==> src/srs_pkg.sv <==
// shared types and constants of the serial receiver status block
`default_nettype none
package srs_pkg;

   // ------------------------------------------------------------
   // sizes
   // ------------------------------------------------------------
   localparam int SRS_DATA_W = 9;
   localparam int SRS_FIFO_DEPTH = 8;
   localparam logic [1:0] SRS_BUF_FULL = 2'h2;

   // ------------------------------------------------------------
   // character size codes
   // ------------------------------------------------------------
   localparam logic [2:0] SRS_CSZ_5 = 3'h0;
   localparam logic [2:0] SRS_CSZ_6 = 3'h1;
   localparam logic [2:0] SRS_CSZ_7 = 3'h2;
   localparam logic [2:0] SRS_CSZ_8 = 3'h3;
   localparam logic [2:0] SRS_CSZ_9 = 3'h7;

   // ------------------------------------------------------------
   // carriers
   // ------------------------------------------------------------
   typedef struct packed {
      logic [SRS_DATA_W-1:0] data;
      logic stop;
      logic par;
   } srs_frame_t;

   localparam int SRS_FRAME_W = $bits(srs_frame_t);

   typedef struct packed {
      logic [SRS_DATA_W-1:0] data;
      logic fe;
      logic overrun_flag;
      logic pe;
   } srs_entry_t;

   typedef struct packed {
      srs_entry_t [1:0] buff;
      logic wp;
      logic rp;
      logic [1:0] cnt;
      srs_frame_t sh;
      logic sh_full;
      logic ovr_pend;
      logic rxc;
      logic irq;
      logic fe;
      logic overrun_flag;
      logic pe;
      logic b8;
      logic [7:0] dat;
   } srs_state_t;

   localparam srs_state_t SRS_STATE_RST = '0;

endpackage
`default_nettype wire

==> src/srs_fifo.sv <==
// parameterised flip-flop fifo with valid/ready on both sides and flush
`default_nettype none
module srs_fifo
   import srs_pkg::*;
#(
   parameter int WIDTH = 8,
   parameter int DEPTH = 8
) (
   input wire logic sys_clk_i,
   input wire logic arst_n_i,
   input wire logic flush_i,
   input wire logic in_valid_i,
   input wire logic [WIDTH-1:0] in_data_i,
   output logic in_ready_o,
   output logic out_valid_o,
   output logic [WIDTH-1:0] out_data_o,
   input wire logic out_ready_i
);
   localparam int AW = (DEPTH > 1) ? $clog2(DEPTH) : 1;
   localparam logic [AW-1:0] LAST = AW'(DEPTH - 1);
   localparam logic [AW:0] FULLC = (AW + 1)'(DEPTH);

   typedef struct packed {
      logic [DEPTH-1:0][WIDTH-1:0] mem;
      logic [AW-1:0] wp;
      logic [AW-1:0] rp;
      logic [AW:0] cnt;
      logic room;
      logic empty;
   } srs_fifo_st_t;

   srs_fifo_st_t s_r;
   srs_fifo_st_t s_nxt;
   logic push;
   logic pop;

   // ------------------------------------------------------------
   // next state
   // ------------------------------------------------------------
   always_comb begin
      s_nxt = s_r;
      push = in_valid_i && s_r.room;
      pop = out_ready_i && !s_r.empty;
      if (flush_i) begin
         s_nxt.wp = '0;
         s_nxt.rp = '0;
         s_nxt.cnt = '0;
         push = 1'b0;
         pop = 1'b0;
      end else begin
         if (push) begin
            s_nxt.mem[s_r.wp] = in_data_i;
            s_nxt.wp = (s_r.wp == LAST) ? '0 : s_r.wp + 1'b1;
         end
         if (pop) begin
            s_nxt.rp = (s_r.rp == LAST) ? '0 : s_r.rp + 1'b1;
         end
         if (push && !pop) begin
            s_nxt.cnt = s_r.cnt + 1'b1;
         end else if (pop && !push) begin
            s_nxt.cnt = s_r.cnt - 1'b1;
         end
      end
      // flags registered so the ready seen by the source is a flop
      s_nxt.room = (s_nxt.cnt != FULLC);
      s_nxt.empty = (s_nxt.cnt == '0);
   end

   always_ff @(posedge sys_clk_i or negedge arst_n_i) begin
      if (!arst_n_i) begin
         s_r <= '{default: '0, room: 1'b1, empty: 1'b1};
      end else begin
         s_r <= s_nxt;
      end
   end

   assign in_ready_o = s_r.room;
   assign out_valid_o = !s_r.empty;
   assign out_data_o = s_r.mem[s_r.rp];

endmodule
`default_nettype wire

==> src/srs_rx_status.sv <==
// receive buffer, status flags, parity check and interrupt request of the serial receiver
// Functional notes
// - receive-complete flag high while any unread frame sits in the buffer.
// - clearing receiver enable empties the buffer; receive-complete then reads zero.
// - interrupt request held while flag, its enable and global enable are set.
// - each entry stores frame, overrun and parity errors; oldest entry shown.
// - software has no write path into the three error flags.
// - error flags never raise an interrupt request.
// - frame error is one when first stop bit was zero.
// - only the first stop bit is checked, whatever stop count.
// - overrun when buffer full, shift stage full and new start seen.
// - overrun flag marks frames lost before the frame now readable.
// - pending overrun clears when a frame moves into the buffer.
// - parity error stored as zero for frames moved in while parity checking is off.
// - checker active only with parity enable; odd select picks the sense.
// - parity of data against parity bit, result stored with frame.
// - ninth data bit buffered per frame, read before the low byte.
// - parity error stays valid for oldest frame until it is read.
`default_nettype none
module srs_rx_status
   import srs_pkg::*;
(
   input wire logic sys_clk_i,
   input wire logic arst_n_i,
   input wire logic receiver_enable_bit_i,
   input wire logic rx_complete_irq_enable_i,
   input wire logic global_irq_enable_i,
   input wire logic parity_enable_bit_i,
   input wire logic parity_odd_select_i,
   input wire logic [2:0] char_size_field_i,
   input wire logic start_detect_i,
   input wire logic frame_valid_i,
   input wire srs_frame_t frame_i,
   output logic frame_ready_o,
   input wire logic data_read_i,
   output logic rx_complete_o,
   output logic irq_o,
   output logic frame_error_flag_o,
   output logic overrun_flag_o,
   output logic parity_error_flag_o,
   output logic rx_ninth_bit_o,
   output logic [7:0] rx_data_o
);

   // ------------------------------------------------------------
   // helpers
   // ------------------------------------------------------------
   function automatic logic [SRS_DATA_W-1:0] mask_data(input logic [SRS_DATA_W-1:0] d,
                                                       input logic [2:0] csz);
      logic [SRS_DATA_W-1:0] m;
      m = '0;
      case (csz)
         SRS_CSZ_5: m = 9'h01F;
         SRS_CSZ_6: m = 9'h03F;
         SRS_CSZ_7: m = 9'h07F;
         SRS_CSZ_8: m = 9'h0FF;
         SRS_CSZ_9: m = 9'h1FF;
         default: m = 9'h0FF;
      endcase
      return d & m;
   endfunction

   srs_state_t s_r;
   srs_state_t s_nxt;
   srs_entry_t head;
   srs_frame_t fifo_data;
   logic fifo_valid;
   logic fifo_pop_rdy;
   logic mv;
   logic rd;
   logic par_err_c;
   logic [SRS_DATA_W-1:0] sh_data_c;

   // ------------------------------------------------------------
   // frame fifo in front of the shift stage
   // ------------------------------------------------------------
   srs_fifo #(
      .WIDTH(SRS_FRAME_W),
      .DEPTH(SRS_FIFO_DEPTH)
   ) u_fifo (
      .sys_clk_i(sys_clk_i),
      .arst_n_i(arst_n_i),
      .flush_i(!receiver_enable_bit_i),
      .in_valid_i(frame_valid_i),
      .in_data_i(frame_i),
      .in_ready_o(frame_ready_o),
      .out_valid_o(fifo_valid),
      .out_data_o(fifo_data),
      .out_ready_i(fifo_pop_rdy)
   );

   // ------------------------------------------------------------
   // next state
   // ------------------------------------------------------------
   always_comb begin
      s_nxt = s_r;
      head = '0;
      mv = 1'b0;
      rd = 1'b0;
      fifo_pop_rdy = 1'b0;
      sh_data_c = mask_data(s_r.sh.data, char_size_field_i);
      // even check wants an even count of ones over data plus parity bit
      par_err_c = parity_enable_bit_i
                  & ((^sh_data_c) ^ s_r.sh.par ^ parity_odd_select_i);
      if (!receiver_enable_bit_i) begin
         // disable is immediate: buffered and in-flight frames are lost
         s_nxt.cnt = '0;
         s_nxt.wp = 1'b0;
         s_nxt.rp = 1'b0;
         s_nxt.sh_full = 1'b0;
         s_nxt.ovr_pend = 1'b0;
      end else begin
         rd = data_read_i && (s_r.cnt != 2'h0);
         mv = s_r.sh_full && (s_r.cnt != SRS_BUF_FULL);
         if (start_detect_i && s_r.sh_full && (s_r.cnt == SRS_BUF_FULL)) begin
            s_nxt.ovr_pend = 1'b1;
         end
         if (mv) begin
            s_nxt.buff[s_r.wp].data = sh_data_c;
            s_nxt.buff[s_r.wp].fe = ~s_r.sh.stop;
            s_nxt.buff[s_r.wp].overrun_flag = s_r.ovr_pend;
            s_nxt.buff[s_r.wp].pe = par_err_c;
            s_nxt.wp = ~s_r.wp;
            s_nxt.ovr_pend = 1'b0;
         end
         if (rd) begin
            s_nxt.rp = ~s_r.rp;
         end
         if (mv && !rd) begin
            s_nxt.cnt = s_r.cnt + 2'h1;
         end else if (rd && !mv) begin
            s_nxt.cnt = s_r.cnt - 2'h1;
         end
         fifo_pop_rdy = !s_r.sh_full || mv;
         if (fifo_valid && fifo_pop_rdy) begin
            s_nxt.sh = fifo_data;
            s_nxt.sh_full = 1'b1;
         end else if (mv) begin
            s_nxt.sh_full = 1'b0;
         end
      end
      // outputs are taken from the next state so they carry no extra lag
      s_nxt.rxc = (s_nxt.cnt != 2'h0);
      s_nxt.irq = s_nxt.rxc && rx_complete_irq_enable_i && global_irq_enable_i;
      if (s_nxt.rxc) begin
         head = s_nxt.buff[s_nxt.rp];
      end
      // status has no write path, so error flags only change with the buffer
      s_nxt.fe = head.fe;
      s_nxt.overrun_flag = head.overrun_flag;
      s_nxt.pe = head.pe;
      s_nxt.b8 = head.data[8];
      s_nxt.dat = head.data[7:0];
   end

   always_ff @(posedge sys_clk_i or negedge arst_n_i) begin
      if (!arst_n_i) begin
         s_r <= SRS_STATE_RST;
      end else begin
         s_r <= s_nxt;
      end
   end

   assign rx_complete_o = s_r.rxc;
   assign irq_o = s_r.irq;
   assign frame_error_flag_o = s_r.fe;
   assign overrun_flag_o = s_r.overrun_flag;
   assign parity_error_flag_o = s_r.pe;
   assign rx_ninth_bit_o = s_r.b8;
   assign rx_data_o = s_r.dat;
endmodule
`default_nettype wire

==> config.mk <==
export PLATFORM = sky130hd
export DESIGN_NAME = srs_rx_status
export DESIGN_NICKNAME = d
export VERILOG_FILES = /design/src/srs_pkg.sv /design/src/srs_fifo.sv /design/src/srs_rx_status.sv
export SDC_FILE = /design/constraint.sdc
export NUM_CORES = 1
export LEC_CHECK = 0
export ABC_AREA = 1
export BUFFER_PORTS_ARGS = -buffer_cell sky130_fd_sc_hd__buf_2
export CAP_MARGIN = 20
export CORE_MARGIN = 5
export CORE_UTILIZATION = 26
export CTS_CLUSTER_SIZE = 12
export DETAILED_ROUTE_END_ITERATION = 8
export PLACE_DENSITY_LB_ADDON = 0.1
export SYNTH_ARGS = -nofsm -noshare
export SYNTH_HDL_FRONTEND = slang
export SYNTH_SLANG_ARGS = --single-unit
==> constraint.sdc <==
create_clock -name sys_clk_i -period 2.3 [get_ports sys_clk_i]
set_input_delay 0.115 -clock sys_clk_i [delete_from_list [all_inputs] [get_ports sys_clk_i]]
set_output_delay 0.115 -clock sys_clk_i [all_outputs]
set_load 0.01 [all_outputs]
; ---- Yosys cells after proc, flatten, opt, wreduce, memory -nomap -nowiden
; Index checks and enable logic that the tools add are counted.
[classes]
n_shift = 0
n_div = 0
reduce_logical = 29
mux = 40
multipliers = 0
n_eq_ne = 13
addsub = 6
n_lt_le_gt_ge = 6
n_bitwise = 7
[ops]
columns = cell, n
row1 = 24-bit bitwise mux, 4
row2 = 88-bit bitwise mux, 1
row3 = 12-bit demux with 1-bit select, 4
row4 = 12-bit two-way mux, 4
row5 = 9-bit one-hot mux with 4 select lines, 1
row6 = 11-bit binary-select mux with 3-bit select, 1
row7 = 11-bit demux with 3-bit select, 1
row8 = 25-bit two-way mux, 1
row9 = 24-bit two-way mux, 1
row10 = 11-bit two-way mux, 2
row11 = 1-bit logical AND, 15
row12 = 3-bit two-way mux, 5
row13 = 4-bit two-way mux, 3
row14 = 10-bit two-way mux, 1
row15 = 9-bit AND, 1
row16 = 3-bit == test (second input constant), 3
row17 = 9-bit parity, 1
row18 = 3-bit by 4-bit < comparator with 1-bit output (second input constant), 2
row19 = 2-bit two-way mux, 4
row20 = 1-bit two-way mux, 7
row21 = 3-bit by 1-bit adder with 3-bit output (second input constant), 2
row22 = 1-bit zero test, 6
row23 = 2-bit by 1-bit != test with 1-bit output (second input constant), 3
row24 = 3-bit by 1-bit != test with 1-bit output (second input constant), 2
row25 = other kinds (20), 26
[word_totals]
ff_bits = 155
romBits = 0
wordCells = 137
input_bits = 24
memories = 0
ramBits = 0
latch_bits = 0

; ---- Longest topological paths before layout
; Gate-level depths: netlist (run 1).
[depth]
depth_word = 13
mapped_depth = 14

; ---- By module
; Synthesis (run 1) repeated with hierarchy kept, for this count alone.
[hier_totals]
hier_cells = 837
hier_area_um2 = 7215.7
[by_module_without_submodules]
columns = module, area_per_inst_um2, cells_per_inst, n_inst
row1 = srs_fifo, 4580.6, 527, 1
row2 = srs_rx_status, 2635.0, 310, 1

; ---- Worst setup path before layout (run 1)
; No wires, ideal clock.
[synth_timing]
kind = reg2reg
startpoint = reg s_r[27] in the netlist's numbering
endpoint = reg s_r, in the netlist rx_data_o[1]
setup_slack_ps = 690
t_arrival_ps = 1490
setup_time_ps = 120
stages_incl_launch_ff = 12
t_required_ps = 2180
period_less_slack_ps = 1610
path_cell_list = dfrtp_1 -> inv_1 -> ha_1 -> nor2_4 -> inv_2 -> nor3_2 -> inv_2 -> buf_2 -> nand2_1 -> o21ai_0 -> nor2_1 -> nor3_2
[synth_lines]
columns = item, line
row1 = start: declaration, srs_rx_status.sv:63  ; srs_state_t s_r;
row2 = start signal: assignment, srs_rx_status.sv:160  ; s_r <= s_nxt;

==> results of run 1 <==
==> registers in the layout, summed over array words and instances (netlist names) <==
name,cells
frame_error_flag_o,1
irq_o,1
overrun_flag_o,1
parity_error_flag_o,1
rx_complete_o,1
rx_data_o,8
rx_ninth_bit_o,1
s_r,41
u_fifo.in_ready_o,1
u_fifo.s_r,99
==> cell usage after synthesis (all sizes together) <==
| cell | instances |
|---|---|
| a211oi | 1 |
| a21oi | 27 |
| a311oi | 1 |
| a31oi | 1 |
| buf | 21 |
| clkbuf | 27 |
| clkinv | 2 |
| dfrtp | 153 |
| dfstp | 2 |
| ha | 7 |
| inv | 66 |
| nand2 | 178 |
| nand3 | 14 |
| nand4 | 6 |
| nor2 | 95 |
| nor3 | 13 |
| nor4 | 2 |
| o21ai | 182 |
| o22ai | 18 |
| xnor2 | 1 |
| xor2 | 2 |
==> power by group through the flow <==
stage / clock network (mW) / registers, mW / logic, mW
floorplan: 0 / 3.99 / 2.45
CTS: 2.98 / 4.02 / 3.40
global placement: 0 / 4.07 / 3.36
detailed placement: 0 / 4.07 / 3.37
global route: 3.09 / 4.13 / 3.85
finish: 2.87 / 4.02 / 3.32
==> layer usage <==
| layer | vias to the layer above | share of wire (%) |
|---|---|---|
| li1 | 2764 | - |
| met5 | - | 0 |
| met4 | 0 | 1.0 |
| met3 | 14 | 3.2 |
| met2 | 71 | 44 |
| met1 | 2539 | 52 |
==> logic make-up after synthesis <==
group / after synthesis / synth area share (%)
adders and majority gates: 7 / 1.24
xor gates and xnor gates: 3 / 0.372
and+or+nand+nor: 308 / 18.9
buffers and inverters: 116 / 7.12
AOI/OAI and AO/OA: 230 / 17.4
DFF: 155 / 54.9
==> final cells by class <==
type / instances / area, sq um / share of cell area [%]
Multi-Input combinational cell: 548 / 2690 / 32.1
Inverter: 68 / 255 / 3.05
Tap cell: 341 / 427 / 5.09
Clock inverter: 13 / 156 / 1.87
Clock buffer: 19 / 433 / 5.17
Sequential cell: 155 / 3880 / 46.3
Timing Repair Buffer: 73 / 537 / 6.40
==> repair_timing <==
item	CTS	global route
gates resized for setup	0	0
endpoints found under the hold margin	62	0
buffers inserted	0	0
hold buffers	16	0
==> worst register-to-register path, stage by stage (launching register included) <==
cell and delay [ns]:
dfrtp_1 0.36, inv_1 0.07, ha_1 0.20, nor2_1 0.23, nand2_1 0.09, nand2_1 0.11, nand2_1 0.06, nand2_1 0.07
nor2_2 0.05, inv_2 0.05, nand2_2 0.07, inv_2 0.28, nor3_1 0.08
==> per-stage QoR <==
step	cell area (sq um)	worst slack [ns]	power [mW]	cells	utilization, %
5_1_grt	8380	0.225	11.1	1217	31.2
3_3_place_gp	7630	0.462	7.43	1169	28.4
4_1_cts	8380	0.423	10.4	1217	31.2
2_1_floorplan	7070	0.690	6.44	819	-
6_report	8380	0.469	10.2	1217	31.2
3_5_place_dp	7630	0.422	7.44	1169	28.4
==> final timing paths <==
path | from | to | slack, ns | cells after the start
worst max register to register | s_r[27] | rx_ninth_bit_o | 0.47 | 12
worst min register to register | s_r[48] | s_r[48] | 0.47 | 2
worst min-delay path | receiver_enable_bit_i | u_fifo.s_r[2] | 0.05 | 3
min in group asynchronous | arst_n_i | rx_complete_o | 0.22 | 2
worst max-delay path | s_r[27] | rx_ninth_bit_o | 0.47 | 12
max in group asynchronous | arst_n_i | u_fifo.s_r[59] | 1.40 | 3
==> flow_metrics.env, run 1 <==
export IMPL_syn_avg_cell_area_sq_um=8.63
export IMPL_path_clk_slew_ns=0.07
export IMPL_start_util_pct=26.3
export IMPL_p_sw_mw=3.83
export IMPL_timing_fmax_ghz=0.546
export IMPL_crit_arrival_ns=2.12
export IMPL_hold_class="input port to flop"
export IMPL_endpoint_kind="flop"
export IMPL_drv_cap=0
export IMPL_core_area_sq_um=26900
export IMPL_numCtsBuffers=17
export IMPL_worstSkewPairLatency_ns=0.43
export IMPL_vias=5388
export IMPL_met3_usage_pct=2.21
export IMPL_critical_path_top_delay_family="simple AND/OR/NAND/NOR gates"
export IMPL_grt_overflow_total=0
export IMPL_p_clk_share_pct=28.1
export IMPL_worst_slew_pin_slew_ns=0.513
export IMPL_antenna_left=0
export IMPL_antenna_found_initial=0
export IMPL_cts_buffer_depth=2
export IMPL_p_int_mw=6.38
export IMPL_drt_iter0_drc=293
export IMPL_fin_setup_tns_ns=0
export IMPL_cp_buffers_inverters=3
export IMPL_io_pins=39
export IMPL_syn_area_sq_um=7070
export IMPL_slowest_stage="dfrtp_1"
export IMPL_tritoncts="yes"
export IMPL_synth_top_area_cell="dfrtp_1"
export IMPL_port_buffers=38
export IMPL_grt_max_degree=53
export IMPL_p_comb_share_pct=32.5
export IMPL_synth_warnings=0
export IMPL_firstDrtPassIters=4
export IMPL_final_common_cell="nand2_1"
export IMPL_required_ns=2.59
export IMPL_syn_nets=850
export IMPL_path_cells="inv_1 -> ha_1 -> nor2_1 -> nand2_1 -> nand2_1 -> nand2_1 -> nand2_1 -> nor2_2 -> inv_2 -> nand2_2 -> inv_2 -> nor3_1"
export IMPL_drive_above_1_share_pct=15.5
export IMPL_rsz0062_at_grt="no"
export IMPL_synth_seq_cells=155
export IMPL_p_per_area_nw_per_um2=1220
export IMPL_setup_violations=0
export IMPL_hold_worst_slack_ns=0.0487
export IMPL_period_share_pct=79.6
export IMPL_dieArea_sq_um=30600
export IMPL_routed_wl_um=18600
export IMPL_grt_pass1_vias=5338
export IMPL_synth_yosys_seq_area_share_pct=54.9
export IMPL_drc_errors=0
export IMPL_viasPerCell=4.43
export IMPL_syn2layout_area_growth_pct=18.6
export IMPL_slowest_delay_ns=0.36
export IMPL_fillers=2851
export IMPL_rows=60
export IMPL_grt_usage_pct=12.6
export IMPL_cts_root_buf="clkbuf_16"
export IMPL_met1_usage_pct=18.1
export IMPL_seqPwrFrac_pct=39.3
export IMPL_hold_viol=0
export IMPL_diodes=0
export IMPL_synth_top_area_share_pct=54.2
export IMPL_htree_levels=4
export IMPL_clock_skew_ns=0.0124
export IMPL_post_drt_wl_per_cell_um=15.3
export IMPL_ir_worst_vdd_mv=0.466
export IMPL_slew_headroom_pct=65.8
export IMPL_start_kind="flop"
export IMPL_grt_util_met2_pct=19.8
export IMPL_grt_pass1_wl_um=30300
export IMPL_synth_area_leaders="dfrtp_1 (54%), o21ai_0 (11%), nand2_1 (9.2%)"
export IMPL_layout_min_cycle_time_ns=1.83
export IMPL_postSynthCellCount=819
export IMPL_hpwl_um=11900
export IMPL_leakage_nw=3.92
export IMPL_synthDistinctLibCells=33
export IMPL_final_nets=894
export IMPL_mostFrequentLayoutCells="nand2_1 (174), o21ai_0 (159), dfrtp_1 (153), nor2_1 (88), inv_1 (55)"
export IMPL_gp_congestion=0.706
export IMPL_swShare_pct=37.5
export IMPL_cpMostUsedCell="nand2_1"
export IMPL_clock_sinks=155
export IMPL_slew_viol_final=0
export IMPL_die_height_um=175
export IMPL_worstSetupPathType="flop to flop"
export IMPL_status="finished clean"
export IMPL_grt_most_used_layer="met2"
export IMPL_die_w_um=175
export IMPL_cp_max_fo=12
Note: power is estimated with default switching activity, not from simulation.
==> run 2: changes to the inputs <==
==> constraint.sdc (replaced) <==
create_clock -name sys_clk_i -period 1.61 [get_ports sys_clk_i]
set_input_delay 0.0805 -clock sys_clk_i [delete_from_list [all_inputs] [get_ports sys_clk_i]]
set_output_delay 0.0805 -clock sys_clk_i [all_outputs]
set_load 0.01 [all_outputs]
==> flow_metrics.env, run 2 (synthesized netlist as in run 1, its figures left out) <==
export IMPL_status="finished, violations left"
export IMPL_violations="setup timing"
export IMPL_cts_buffer_depth=2
export IMPL_antenna_left=0
export IMPL_crit_arrival_ns=2.05
export IMPL_layout_min_cycle_time_ns=1.70
export IMPL_worst_slack_ns=-0.0897
export IMPL_grt_usage_pct=12.9
export IMPL_tritoncts="yes"
export IMPL_io_pins=39
export IMPL_path_clk_slew_ns=0.07
export IMPL_final_util_pct=36.3
export IMPL_final_common_cell="dfrtp_1"
export IMPL_grt_overflow_total=0
export IMPL_leakage_nw=4.49
export IMPL_post_drt_wl_per_cell_um=16.1
export IMPL_ff_latch_area_sq_um=3880
export IMPL_cp_max_fo=4
export IMPL_rows=60
export IMPL_grt_pass1_vias=5608
export IMPL_grt_max_degree=49
export IMPL_start_kind="flop"
export IMPL_rrSetupSlack_ns=-0.09
export IMPL_power_mw=16.3
export IMPL_die_height_um=175
export IMPL_period_share_pct=106
export IMPL_syn2layout_area_growth_pct=37.9
export IMPL_preCtsSetupSlack_ns=-0.156
export IMPL_required_ns=1.96
export IMPL_hold_viol=0
export IMPL_numCtsBuffers=17
export IMPL_htree_levels=4
export IMPL_slew_headroom_pct=75.6
export IMPL_clock_sinks=155
export IMPL_regMostFlops="u_fifo.s_r"
export IMPL_core_area_sq_um=26900
export IMPL_ir_worst_vdd_mv=0.548
export IMPL_dieArea_sq_um=30600
export IMPL_rsz0062_at_grt="yes"
export IMPL_start_util_pct=26.3
export IMPL_hpwl_um=12400
export IMPL_clock_skew_ns=0.0139
export IMPL_die_w_um=175
export IMPL_worstSkewPairLatency_ns=0.43
export IMPL_hold_class="input port to flop"
export IMPL_drive_above_1_share_pct=31.7
export IMPL_vias=5872
export IMPL_timing_fmax_ghz=0.588
export IMPL_drc_errors=0
export IMPL_routed_wl_um=20700
export IMPL_grt_pass1_wl_um=31500
export IMPL_diodes=0
export IMPL_cts_root_buf="clkbuf_16"
export IMPL_viasPerCell=4.56
export IMPL_setup_violations=35
export IMPL_mostFrequentLayoutCells="dfrtp_1 (153), nand2_1 (147), o21ai_0 (125), nor2_1 (71), inv_1 (52)"
export IMPL_endpoint_kind="flop"
export IMPL_drt_iter0_drc=312
export IMPL_p_per_area_nw_per_um2=1670
export IMPL_final_nets=964
export IMPL_drv_cap=0
export IMPL_firstDrtPassIters=4
export IMPL_largest_reg_flops=99
export IMPL_slew_viol_final=0
export IMPL_fillers=2825
export IMPL_antenna_found_initial=0
export IMPL_multi_input_comb_area_sq_um=3190
export IMPL_port_buffers=38
export IMPL_worst_slew_pin_slew_ns=0.366
export IMPL_gp_congestion=0.732
export IMPL_worstSetupPathType="flop to flop"
run 2: cell count changes in the layout (fill, tap and decap cells not counted), moves of 9 or more:
cell / previous run / this run
nand2_1: 174 / 147
buf_12: 3 / 18
nand2_2: 3 / 12
a21oi_1: 26 / 15
buf_6: 1 / 16
o21ai_0: 159 / 125
buf_4: 16 / 48
nor2_1: 88 / 71
a21oi_2: 1 / 11
o21ai_2: 9 / 35
nand2_4: 1 / 17
nor2_2: 3 / 13
run 2: cell type report:
class                      instances  share of cell area [%]
sequential                       155                    39.8
multi-input combinational        548                    32.7
timing repair buffer             141                    14.3
clock buffer                      21                    4.72
tap                              341                    4.38
inverter                          68                    2.76
clock inverter                    11                    1.12
timing repair inverter             2                   0.154
run 2: worst paths after layout:
path	start	end	cells after the start
max	s_r[27]	u_fifo.s_r[0]	12
min	receiver_enable_bit_i	s_r[15]	3
max reg2reg	s_r[27]	u_fifo.s_r[0]	12
min reg2reg	s_r[48]	s_r[48]	2
max in group asynchronous	arst_n_i	u_fifo.s_r[81]	3
min in group asynchronous	arst_n_i	u_fifo.s_r[9]	2
run 2: critical path: stages, from the launching register on:
cell      delay, ns
dfrtp_1        0.38
inv_2          0.08
ha_4           0.15
buf_4          0.12
nand2_4        0.06
nand2_8        0.10
nor2_4         0.05
buf_4          0.13
buf_4          0.12
a211oi_2       0.27
nor2_2         0.07
nand2_1        0.06
nor2_1         0.04
run 2: metal layers:
layer  wire, um  GRT usage [%]  vias up
met5          0              0        -
met4        181           3.24        0
met3        589           2.36       12
met2       9500           19.6       74
met1      10400           19.0     2859
li1           -              -     2927
run 2: per-stage QoR:
| step | std cells | setup TNS [ns] | hold WS (ns) | cell area [sq um] |
|---|---|---|---|---|
| finish | 1287 | -1.30 | 0.0540 | 9750 |
| global route | 1287 | -6.07 | 0.0791 | 9750 |
| CTS | 1267 | -0.994 | 0.0225 | 9020 |
| detailed placement | 1210 | -1.53 | -0.0496 | 8070 |
| global placement | 1210 | -1.27 | -0.0487 | 8070 |
| floorplan | 819 | 0 | -0.215 | 7070 |
run 2: what timing repair did:
action                                 4_1_cts  5_1_grt
setup buffers                                8       11
pin swaps                                    8       10
cloned                                       1        9
endpoints found under the hold margin      172        0
setup endpoints to repair                   28      114
gates resized for setup                     33      154
hold buffers                                16        0
run 2: report_power, final:
group | leakage [nW] | internal, mW | switching [mW]
Combinational | 2.23 | 2.84 | 3.62
Sequential | 1.99 | 5.15 | 0.713
Clock | 0.268 | 2.24 | 1.76
==> run 3: changes to the inputs <==
--- a/config.mk
+++ b/config.mk
@@ -12,7 +12,7 @@
 export CORE_UTILIZATION = 26
 export CTS_CLUSTER_SIZE = 12
 export DETAILED_ROUTE_END_ITERATION = 8
-export PLACE_DENSITY_LB_ADDON = 0.1
+export PLACE_DENSITY = 0.52
 export SYNTH_ARGS = -nofsm -noshare
 export SYNTH_HDL_FRONTEND = slang
 export SYNTH_SLANG_ARGS = --single-unit
==> flow_metrics.env, run 3 (synthesized netlist as in run 1, its figures left out) <==
export IMPL_layout_min_cycle_time_ns=1.74
export IMPL_die_height_um=175
export IMPL_period_share_pct=108
export IMPL_routed_wl_um=17800
export IMPL_port_buffers=38
export IMPL_final_util_pct=34.2
export IMPL_worstSetupPathType="flop to flop"
export IMPL_worstRegToRegCells=14
export IMPL_tritoncts="yes"
export IMPL_worst_slew_pin_slew_ns=0.441
export IMPL_post_drt_wl_per_cell_um=14.0
export IMPL_viasPerCell=4.54
export IMPL_core_area_sq_um=26900
export IMPL_firstDrtPassIters=5
export IMPL_dieArea_sq_um=30600
export IMPL_final_nets=952
export IMPL_grt_pass1_vias=5557
export IMPL_clock_skew_ns=0.0113
export IMPL_drive_above_1_share_pct=26.0
export IMPL_drc_errors=0
export IMPL_grt_overflow_total=0
export IMPL_timing_fmax_ghz=0.575
export IMPL_path_clk_slew_ns=0.06
export IMPL_violations="setup timing"
export IMPL_hold_class="input port to flop"
export IMPL_endpoint_kind="flop"
export IMPL_rsz0062_at_grt="yes"
export IMPL_vias=5786
export IMPL_antenna_left=0
export IMPL_drv_cap=0
export IMPL_hold_start="frame_valid_i"
export IMPL_rrSetupSlack_ns=-0.13
export IMPL_clock_sinks=155
export IMPL_setup_violations=18
export IMPL_r2r_start="s_r[27]"
export IMPL_fin_setup_tns_ns=-1.48
export IMPL_cp_max_fo=8
export IMPL_p_per_area_nw_per_um2=1740
export IMPL_required_ns=1.95
export IMPL_mostFrequentLayoutCells="nand2_1 (169), dfrtp_1 (153), o21ai_0 (150), nor2_1 (67), buf_4 (60)"
export IMPL_rows=60
export IMPL_holdPathStages=4
export IMPL_largest_reg_flops=99
export IMPL_diodes=0
export IMPL_die_w_um=175
export IMPL_preCtsSetupSlack_ns=-0.137
export IMPL_grt_max_degree=43
export IMPL_hold_end="u_fifo.s_r[9]"
export IMPL_numCtsBuffers=17
export IMPL_r2r_end="rx_data_o[4]"
export IMPL_io_pins=39
export IMPL_hpwl_um=11600
export IMPL_final_common_cell="nand2_1"
export IMPL_cts_root_buf="clkbuf_16"
export IMPL_slew_viol_final=0
export IMPL_regMostFlops="u_fifo.s_r"
export IMPL_post_place_cells=1206
export IMPL_layout_cells_non_filler=1275
export IMPL_start_kind="flop"
export IMPL_grt_usage_pct=11.6
export IMPL_gp_congestion=0.741
export IMPL_ir_worst_vdd_mv=0.710
export IMPL_crit_arrival_ns=2.08
export IMPL_start_util_pct=26.3
export IMPL_syn2layout_area_growth_pct=30.0
export IMPL_antenna_found_initial=0
export IMPL_leakage_nw=4.28
export IMPL_drt_iter0_drc=440
export IMPL_power_mw=16.0
export IMPL_grt_pass1_wl_um=28800
export IMPL_slew_headroom_pct=70.6
export IMPL_worst_slack_ns=-0.129
export IMPL_worstSkewPairLatency_ns=0.42
export IMPL_htree_levels=4
export IMPL_cts_buffer_depth=2
export IMPL_hold_viol=0
export IMPL_status="finished, violations left"
[run 3: cell types whose count changed in the layout (fill, tap and decap cells not counted), moves of 7 or more]
cell	change
buf_4	+12
nand2_4	-12
nand2_2	-8
o21ai_0	+25
buf_12	-8
buf_6	-11
o21ai_2	-14
o21ai_1	-11
nand2_1	+22
a21oi_1	+7
[run 3: cell type report]
class / instances / area (sq um)
Multi-Input combinational cell: 548 / 2960
Clock buffer: 20 / 447
Fill cell: 2803 / 17700
Tap cell: 341 / 427
Timing Repair inverter: 3 / 18.8
Timing Repair Buffer: 128 / 1050
Inverter: 68 / 290
Clock inverter: 12 / 114
Sequential cell: 155 / 3880
[run 3: through the flow]
stage	hold slack, ns	instance area (sq um)
finish	0.0335	9190
global route	0.0501	9190
CTS	0.0189	8920
detailed placement	0.0445	7990
global placement	0.0429	7990
floorplan	-0.215	7070
[run 3: worst max-delay path: stages (launching register included)]
cell	delay, ns
dfrtp_1	0.38
inv_2	0.10
ha_4	0.16
nor2_4	0.04
buf_4	0.13
o21ai_4	0.07
nand2_4	0.07
nand2_2	0.05
nand2_1	0.05
nor2_2	0.15
inv_2	0.06
nand2_4	0.09
inv_6	0.05
buf_12	0.14
nor3_4	0.11
[run 3: report_power, final]
group | total [mW] | leakage (nW) | internal, mW | switching, mW
combinational | 6.32 | 2.02 | 2.72 | 3.59
sequential | 5.83 | 1.99 | 5.15 | 0.682
clock | 3.85 | 0.269 | 2.19 | 1.66
[run 3: worst max-delay path by stage]
stage | end | from | slack [ns] | depth (start not counted)
floorplan | rx_data_o[0] | s_r[27] | 0.04 | 9
global placement | rx_data_o[3] | s_r[27] | -0.09 | 13
detailed placement | frame_error_flag_o | s_r[27] | -0.14 | 10
CTS | rx_data_o[4] | s_r[28] | -0.08 | 13
global route | rx_data_o[4] | s_r[27] | -0.23 | 14
finish | rx_data_o[4] | s_r[27] | -0.13 | 14
[run 3: routing by layer]
metal	vias to the layer above	global-route usage (%)	wire length (um)
met5	-	0	0
met4	0	2.55	231
met3	19	2.83	579
met2	99	17.2	7720
met1	2766	17.2	9300
li1	2902	-	-
[run 3: repair_timing]
item	in CTS	in global routing
gates cloned	1	3
buffers inserted	5	12
hold endpoints to repair	87	0
setup endpoints to repair	17	81
gates resized for setup	48	48
hold buffers	16	0
pin swaps	9	1
